File: src/rtl/status_byte_map.svh
// Purpose: Bit positions, the MSS mask, reset values and sizes of the status byte.
// Assumes: Included by bare name from the package and the design modules.
// Notes: Definitions only.
`ifndef STATUS_BYTE_MAP_SVH
`define STATUS_BYTE_MAP_SVH

`define SB_WIDTH 8
`define SB_BIT_HW1 0
`define SB_BIT_HW2 1
`define SB_BIT_UNUSED 2
`define SB_BIT_QUES 3
`define SB_BIT_MAV 4
`define SB_BIT_ESB 5
`define SB_BIT_RQS 6
`define SB_BIT_OPER 7
`define SB_RESET 8'h00
`define SB_MSS_MASK 8'hBF
`define SRE_RESET 8'h00
`define SB_SYNC_STAGES 2

`endif

File: src/rtl/status_byte_pkg.sv
// Purpose: Types shared by the status byte summarizer files.
// Assumes: Map header holds the numbers.
// Notes: Types only.
`include "status_byte_map.svh"
package status_byte_pkg;
  typedef logic [`SB_WIDTH-1:0] sbyte_t;
  typedef enum logic [1:0] {
    RD_IDLE,
    RD_POLL,
    RD_QUERY
  } read_kind_t;
endpackage

File: src/rtl/status_summary_if.sv
// Purpose: Carries the summary inputs from the synchroniser to the main block.
// Assumes: Both ends share clk.
// Notes: None.
`timescale 1ns/100ps
`default_nettype none
`include "status_byte_map.svh"
interface status_summary_if;
  logic [`SB_WIDTH-1:0] sum;
  modport src (output sum);
  modport dst (input sum);
endinterface
`default_nettype wire

File: src/rtl/status_byte_summarizer.sv
// Purpose: Gathers group summaries into the status byte, makes MSS, RQS and SRQ.
// Assumes: Summaries are held low by their groups while clear-status acts.
// Notes: Poll and query reads are one-cycle strobes from the bus logic on clk.
`timescale 1ns/100ps
`default_nettype none
`include "status_byte_map.svh"
// Notes on behaviour
// - An eight-bit status byte summarizes the groups plus the RQS or MSS indication.
// - Each group bit follows its group summary continuously.
// - Bit 7 carries the operation status group summary.
// - Bit 5 carries the standard event status summary.
// - Bit 4 is message-available, high while the output queue holds data.
// - Bit 3 is questionable, bit 1 hardware group two, bit 0 hardware group one, bit 2 unused.
// - Bit 6 reads RQS on a serial poll and MSS on a query; other bits are the same.
// - On a serial poll bit 6 is 1 only while SRQ is asserted.
// - A serial poll clears RQS and leaves the other bits unchanged.
// - MSS is the OR of the status byte ANDed with the enable mask, bit 6 excluded.
// - A query read changes no bit.
// - The query answer is the weighted sum 0 to 187 of the byte with 64 added when MSS is true.
// - A group may reach the byte through another group that maps into it.
// - The status byte is not writable; it moves only with the summaries.
// - Clear-status clears event summaries and RQS but not message-available.
// - MSS going from false to true raises SRQ and sets RQS.
module status_byte_summarizer (
  // Clock and reset
  input wire logic clk,
  input wire logic reset,
  input wire logic clk_en,
  // Group summaries
  input wire logic hw1_sum,
  input wire logic hw2_sum,
  input wire logic ques_sum,
  input wire logic mav,
  input wire logic esb_sum,
  input wire logic oper_sum,
  // Controller side
  input wire status_byte_pkg::sbyte_t sre_mask,
  input wire logic clear_status,
  input wire logic poll_rd,
  input wire logic query_rd,
  // Results
  output status_byte_pkg::sbyte_t status_byte,
  output status_byte_pkg::sbyte_t poll_byte,
  output status_byte_pkg::sbyte_t query_byte,
  output logic read_valid,
  output logic srq,
  output logic mss
);
  import status_byte_pkg::*;

  status_summary_if sum_if ();
  logic [`SB_WIDTH-1:0] raw;
  sbyte_t sb_d;
  sbyte_t sb_q;
  sbyte_t sre_q;
  logic mss_d;
  logic mss_q;
  logic svc_prev_q;
  logic rqs_q;
  logic rise;

  // Each summary lands on its own bit; bits 2 and 6 stay low in the raw vector.
  always_comb begin
    raw = `SB_RESET;
    raw[`SB_BIT_HW1] = hw1_sum;
    raw[`SB_BIT_HW2] = hw2_sum;
    raw[`SB_BIT_QUES] = ques_sum;
    raw[`SB_BIT_MAV] = mav;
    raw[`SB_BIT_ESB] = esb_sum;
    raw[`SB_BIT_OPER] = oper_sum;
  end

  summary_sync u_sync (
    .clk(clk),
    .reset(reset),
    .clk_en(clk_en),
    .raw(raw),
    .out(sum_if)
  );

  // Status byte has no write path; it only follows the summaries.
  always_comb begin
    sb_d = sum_if.sum;
    sb_d[`SB_BIT_RQS] = 1'b0;
    sb_d[`SB_BIT_UNUSED] = 1'b0;
  end

  // Bit 6 is masked out so that MSS never feeds back on itself.
  assign mss_d = |(sb_d & sre_q & `SB_MSS_MASK);

  // Level-triggered would re-request forever after a poll, so only a rise counts.
  // Taking the rise from mss_q lines RQS, SRQ and mss up on one edge.
  assign rise = mss_q & ~svc_prev_q;

  // The byte with bits 2 and 6 cleared, one edge after the synchroniser.
  always_ff @(posedge clk or posedge reset) begin
    if (reset) begin
      sb_q <= `SB_RESET;
    end else if (clk_en) begin
      sb_q <= sb_d;
    end
  end

  // The mask already comes from logic on clk, so one register is enough.
  always_ff @(posedge clk or posedge reset) begin
    if (reset) begin
      sre_q <= `SRE_RESET;
    end else if (clk_en) begin
      sre_q <= sre_mask;
    end
  end

  // MSS of the same byte that sb_q holds.
  always_ff @(posedge clk or posedge reset) begin
    if (reset) begin
      mss_q <= 1'b0;
    end else if (clk_en) begin
      mss_q <= mss_d;
    end
  end

  // Resets low like mss_q, so no false rise follows reset.
  always_ff @(posedge clk or posedge reset) begin
    if (reset) begin
      svc_prev_q <= 1'b0;
    end else if (clk_en) begin
      svc_prev_q <= mss_q;
    end
  end

  // A new rise wins over a poll or clear in the same cycle.
  always_ff @(posedge clk or posedge reset) begin
    if (reset) begin
      rqs_q <= 1'b0;
    end else if (clk_en) begin
      if (rise) begin
        rqs_q <= 1'b1;
      end else if (poll_rd || clear_status) begin
        rqs_q <= 1'b0;
      end
    end
  end

  // SRQ is kept as a copy of RQS, so a poll reads bit 6 exactly as SRQ stands.
  always_ff @(posedge clk or posedge reset) begin
    if (reset) begin
      srq <= 1'b0;
    end else if (clk_en) begin
      if (rise) begin
        srq <= 1'b1;
      end else if (poll_rd || clear_status) begin
        srq <= 1'b0;
      end
    end
  end

  // The live byte, one register behind sb_q so that it lines up with mss.
  always_ff @(posedge clk or posedge reset) begin
    if (reset) begin
      status_byte <= `SB_RESET;
    end else if (clk_en) begin
      status_byte <= sb_q;
    end
  end

  always_ff @(posedge clk or posedge reset) begin
    if (reset) begin
      mss <= 1'b0;
    end else if (clk_en) begin
      mss <= mss_q;
    end
  end

  // One pulse for every taken read, whichever the method.
  always_ff @(posedge clk or posedge reset) begin
    if (reset) begin
      read_valid <= 1'b0;
    end else if (clk_en) begin
      read_valid <= poll_rd | query_rd;
    end
  end

  // Reads take the byte as it stands on the outputs, so both methods agree with it.
  always_ff @(posedge clk or posedge reset) begin
    if (reset) begin
      poll_byte <= `SB_RESET;
    end else if (clk_en) begin
      if (poll_rd) begin
        poll_byte <= status_byte | (sbyte_t'(rqs_q) << `SB_BIT_RQS);
      end
    end
  end

  // A query only copies; it leaves RQS and SRQ alone.
  always_ff @(posedge clk or posedge reset) begin
    if (reset) begin
      query_byte <= `SB_RESET;
    end else if (clk_en) begin
      if (query_rd) begin
        query_byte <= status_byte | (sbyte_t'(mss) << `SB_BIT_RQS);
      end
    end
  end
endmodule
`default_nettype wire

File: src/rtl/summary_sync.sv
// Purpose: Two-stage synchroniser for the group summary messages.
// Assumes: Summaries come from logic outside this clock domain.
// Notes: The first stage is read only by the second stage.
`timescale 1ns/100ps
`default_nettype none
`include "status_byte_map.svh"
module summary_sync (
  // Clock and reset
  input wire logic clk,
  input wire logic reset,
  input wire logic clk_en,
  // Raw summaries
  input wire logic [`SB_WIDTH-1:0] raw,
  // Synchronised summaries
  status_summary_if.src out
);
  import status_byte_pkg::*;
  logic [`SB_WIDTH-1:0] meta_q;
  logic [`SB_WIDTH-1:0] sync_q;
  always_ff @(posedge clk or posedge reset) begin
    if (reset) begin
      meta_q <= `SB_RESET;
      sync_q <= `SB_RESET;
    end else if (clk_en) begin
      meta_q <= raw;
      sync_q <= meta_q;
    end
  end
  assign out.sum = sync_q;
endmodule
`default_nettype wire

File: config.mk
export PLATFORM = sky130hd
export DESIGN_NAME = status_byte_summarizer
export DESIGN_NICKNAME = d
export VERILOG_FILES = /design/src/rtl/status_byte_pkg.sv /design/src/rtl/status_summary_if.sv /design/src/rtl/status_byte_summarizer.sv /design/src/rtl/summary_sync.sv
export VERILOG_INCLUDE_DIRS = /design/src /design/src/rtl
export SDC_FILE = /design/constraint.sdc
export NUM_CORES = 1
export LEC_CHECK = 0
export ABC_AREA = 1
export BUFFER_PORTS_ARGS = -buffer_cell sky130_fd_sc_hd__buf_4
export CAP_MARGIN = 0
export CELL_PAD_IN_SITES_DETAIL_PLACEMENT = 0
export CELL_PAD_IN_SITES_GLOBAL_PLACEMENT = 1
export CORE_MARGIN = 3
export CORE_UTILIZATION = 35
export DETAILED_ROUTE_END_ITERATION = 7
export PLACE_DENSITY_LB_ADDON = 0.1
export SYNTH_ARGS = -nofsm -noshare
export SYNTH_HDL_FRONTEND = slang
export SYNTH_SLANG_ARGS = --single-unit
File: constraint.sdc
create_clock -name clk -period 2.6 [get_ports clk]
set_clock_uncertainty 0.1 [all_clocks]
set_input_delay 0.52 -clock clk [delete_from_list [all_inputs] [get_ports clk]]
set_output_delay 0.52 -clock clk [all_outputs]
set_load 0.02 [all_outputs]
## Word-level counts from Yosys, hierarchy flattened

Cells that the tools add are included.

| storage, ports and cells | value |
|---|---|
| bits in registers | 52 |
| output and inout port bits | 27 |
| word-level logic and storage cells | 25 |

| cells by class | value |
|---|---|
| muxes and demuxes | 2 |
| bitwise operators | 6 |
| reductions and logical operators | 6 |

Operators with widths:

| cell | count |
|---|---|
| 8-bit by 7-bit OR with 8-bit output | 2 |
| 8-bit bitwise AND | 1 |
| 7-bit OR reduction | 1 |
| 2-bit AND reduction | 3 |
| 1-bit 2-to-1 mux | 2 |
| 2-bit nonzero test | 1 |
| 1-bit bitwise AND | 1 |
| 1-bit logical OR | 1 |
| 1-bit NOT | 1 |
| 1-bit OR | 1 |

## Depth between registers and ports, before layout

| depth | value |
|---|---|
| depth in word-level cells | 4 |
| depth in mapped cells | 5 |
| depth with buffers taken out | 4 |

## By module

Synthesis repeated with hierarchy kept, for this count alone.

| second synthesis, totals | value |
|---|---|
| cells, all modules | 224 |
| area, all modules | 2079.5 µm² |

Modules (own cells, without submodules):

| module | times used | cells an instance | area an instance (µm²) | seq. area each (µm²) |
|---|---|---|---|---|
| status_byte_summarizer | 1 | 155 | 1403.8 | 900.9 |
| summary_sync | 1 | 69 | 675.6 | 400.4 |

## Worst setup path before layout

No wires, ideal clock.

| timing | value |
|---|---|
| path kind | input-to-reg |
| start | in clk_en |
| end | reg query_byte[3] |
| arrival time | 961 ps |
| path slack | 1420 ps |
| cell stages on the path | 5 |
| path buffers | 2 |
| cells stage by stage | buf_6 nand2_4 buf_6 nand2_1 o21ai_2 |

| between the ends | value |
|---|---|
| word-level cells in the longest chain between the ends | 1 |

Ends and longest elaborated chain:

| item | line | text |
|---|---|---|
| from (decl) | status_byte_summarizer.sv:28 | `input wire logic clk_en,` |
| 2-bit AND reduction (no line) | n/a |  |
| to (signal assigned) | status_byte_summarizer.sv:197 | `` query_byte <= `SB_RESET; `` |
| to (signal assigned) | status_byte_summarizer.sv:200 | `` query_byte <= status_byte \| (sbyte_t'(mss) << `SB_BIT_RQS); `` |
| to (decl) | status_byte_summarizer.sv:44 | `output status_byte_pkg::sbyte_t query_byte,` |

Every way passes these cells.
A chain may end at the register's enable or synchronous reset.

## Final worst setup path

| timing | value |
|---|---|
| start | reg mss |
| end | out mss |

RTL lines:

| item | line | text |
|---|---|---|
| from (decl) | status_byte_summarizer.sv:47 | `output logic mss` |
| from (signal assigned) | status_byte_summarizer.sv:170 | `mss <= mss_q;` |

No word-level cell between the ends.

==> results.md <==
- Worst slew margin: approximately 64%
- Unrepaired setup endpoints after global routing: no
- Final min period: between 1000 and 1500 ps
- Maximum vdd drop: between 0.2 and 0.3 mV
- Commonest non-fill, non-tap cell in the layout: nand2_1
- Total CTS buffers: 5
- CP required: just under 2000 ps
- Most frequent cells in the layout: nand2_1, dfrtp_1, buf_4
- Layout cells sized above 1: 27.5%
- Cells along the critical path: buf_4
- Remaining DRCs: 0
- Die height: roughly 81 um
- Die Area: approximately 6500 um^2
- Critical Path Slowest Stage Cell: dfrtp_1
- Least-Margin Pin Slew: 536 ps
- Int Pwr: 1.21 mW
- CTS tree: built
- Total Wirelength: around 3400 um
- Final Cycle Share: between 50% and 60%
- Synth area leader: dfrtp_1
- Final worst slack: 1120 ps
- Longest Clk Path Bufs: 2
- Buffers on Ports: 40
- Post-cts gate resize count: 0
- Dpl hpwl: around 2300 um
- CP delay by family, top: flip-flops
- Synth Register Bits: 48
- Starting Density: roughly 37%
- Initial antenna violation count: 0
- First-pass GRT wire length: slightly below 6000 um
- Sequential fraction of design power: 52.4%
- Post-synthesis sequential area ratio: 61.5%
- Synth warn: 0
- Max-cap violations: 0
- Cts hold-fix bufs: 0
- Mapped Cells: 200
- CTS H-tree depth: 2
- Post-route setup TNS: 0 ps
- Fillers: roughly 520
- Combinational power share: about a fifth
- Status: finished, final reports clean
- Largest net degree at the start of global routing: between 40 and 50
- Clock Pin Slew Worst Setup and Hold Paths: ~90 ps
- Top cells by area, synth: dfrtp_1, nand2_1, o21ai_2
- Net Sw Frac: 29.5%
- Routed vias/inst: between 4 and 5
- Setup crit start kind: flip-flop
- CTS root buffer: clkbuf_8
- Mapped cell area: approximately 2000 um^2
- Die Wd: between 80 and 90 um
- Library cells used by synthesis: 14
- Synth top area share: approximately three fifths
- DP Worst Slack: around 1000 ps
- Starting DRT DRC Count: 38
- Clk Latency, worst-skew pair: between 200 and 300 ps
- Row count: 26
- Crit path kind: flip-flop to primary output
- Io pins: 47
- CP Capture Type: primary output
- Via count: between 1,000 and 1,500
- Critical Path Max Stage Delay: about 400 ps
- Post-CTS setup buffers: 0
- Final Hold Viols: 0
- Net Sw Power: approximately 0.51 mW
- Total Nets Final: 259
- Gr usage total: 12.0%
- Power Dens Cells: around 730 nW/um^2
- GP Congestion: 0.669
- Worst Path Arrival: between 800 and 900 ps
- Multi-input gate area: between 500 and 600 um^2
- CTS Sinks: 48
- Core area: around 5200 um^2
- Hold/Removal Path Class: input pin to asynchronous set/reset pin
- Leak Pwr: between 1 and 1.5 nW
- Total grt overflow: 0
- Worst Path Buf+Inv: 1
- Final slew viol count: 0
- Clock share of power: a little over a quarter
- Vias in the first global route: between 1,000 and 1,500
- Diodes inserted: 0
- CP Max Fanout: 3
- Area Growth Syn to Fin: 20.1%
- Syn avg cell area: between 9 and 10 um^2
- TritonRoute pass-1 iters: 4
- Setup violations, final: 0
- Antenna-violating nets left: 0
- Drt wl/cell: about 11 um
- Register area: roughly 1200 um^2
- F_max: roughly 0.68 GHz
==> power by group through the flow <==
| stage | combinational, mW | clock (mW) | sequential (mW) |
|---|---|---|---|
| final | 0.357 | 0.457 | 0.898 |
| after global routing | 0.401 | 0.512 | 0.913 |
| after CTS | 0.366 | 0.477 | 0.899 |
| after detailed placement | 0.366 | 0 | 0.913 |
| after global placement | 0.362 | 0 | 0.912 |
| after floorplan | 0.162 | 0 | 0.979 |
==> worst reg2reg max path: stages (launching register included) <==
cell     delay [ps]
dfrtp_1         400
nand2_1          70
nand2_1          60
nor2_1           90
a21oi_1          70
==> synth_stat cells <==
library cell / n
buf_4: 8
a21oi_1: 1
nand2_4: 2
o21ai_1: 2
inv_1: 14
dfrtp_1: 48
nand3_1: 3
o21ai_0: 18
nor2_1: 3
o21ai_2: 13
inv_4: 1
buf_6: 5
conb_1: 1
nand2_1: 81
==> final timing paths <==
kind | startpoint | endpoint | slack, ps | depth (start not counted)
worst max register to register | u_sync.out.sum[0] | mss_q | 1700 | 4
worst min register to register | sb_q[4] | sb_q[4] | 370 | 2
max in group asynchronous | reset | u_sync.out.sum[5] | 1650 | 3
worst min-delay path | reset | sre_q[7] | 160 | 2
min in group clk | sre_mask[7] | sre_q[7] | 320 | 3
worst max-delay path | mss | mss | 1120 | 1
==> metal layers <==
layer  vias up  wire (um)  global-route usage [%]
met5         -          0                       0
met4         0         15                    3.55
met3         2        236                    4.71
met2        36       1480                    19.0
met1       568       1660                    15.2
li1        687          -                       -
==> registers in the layout, summed over array words and instances (netlist names) <==
register        count
read_valid          1
srq                 1
u_sync.out.sum      6
status_byte         6
mss_q               1
query_byte          7
mss                 1
poll_byte           7
sre_q               6
sb_q                6
u_sync.meta_q       6
==> cell type report <==
type,instances,share of cell area (%)
Clock buffer,7,3.68
Clock inverter,1,0.320
Inverter,15,2.51
Multi-Input combinational cell,127,25.0
Sequential cell,48,51.3
Tap cell,70,3.74
Timing Repair Buffer,42,13.5
==> kinds of logic (layout without fill, tap and decap cells) <==
group                  count (synthesis)  count (layout)  share of synthesized area (%)
buffers and inverters                 28              65                           8.97
AND/OR/NAND/NOR                       89              89                           18.1
AO/OA/AOI/OAI                         34              34                           11.2
other                                  1               4                          0.192
flip-flops                            48              48                           61.5
==> metrics by stage <==
| step | power, mW | instance area (um^2) | std cells | hold slack [ps] | utilization, % |
|---|---|---|---|---|---|
| CTS | 1.74 | 2340 | 310 | 178 | 44.7 |
| global route | 1.83 | 2340 | 310 | 188 | 44.7 |
| detailed placement | 1.28 | 2250 | 302 | 359 | 43.0 |
| global placement | 1.27 | 2250 | 302 | 355 | 43.0 |
| finish | 1.71 | 2340 | 310 | 164 | 44.7 |
| floorplan | 1.14 | 1960 | 203 | 342 | - |
(Power assumes the default switching activity.)
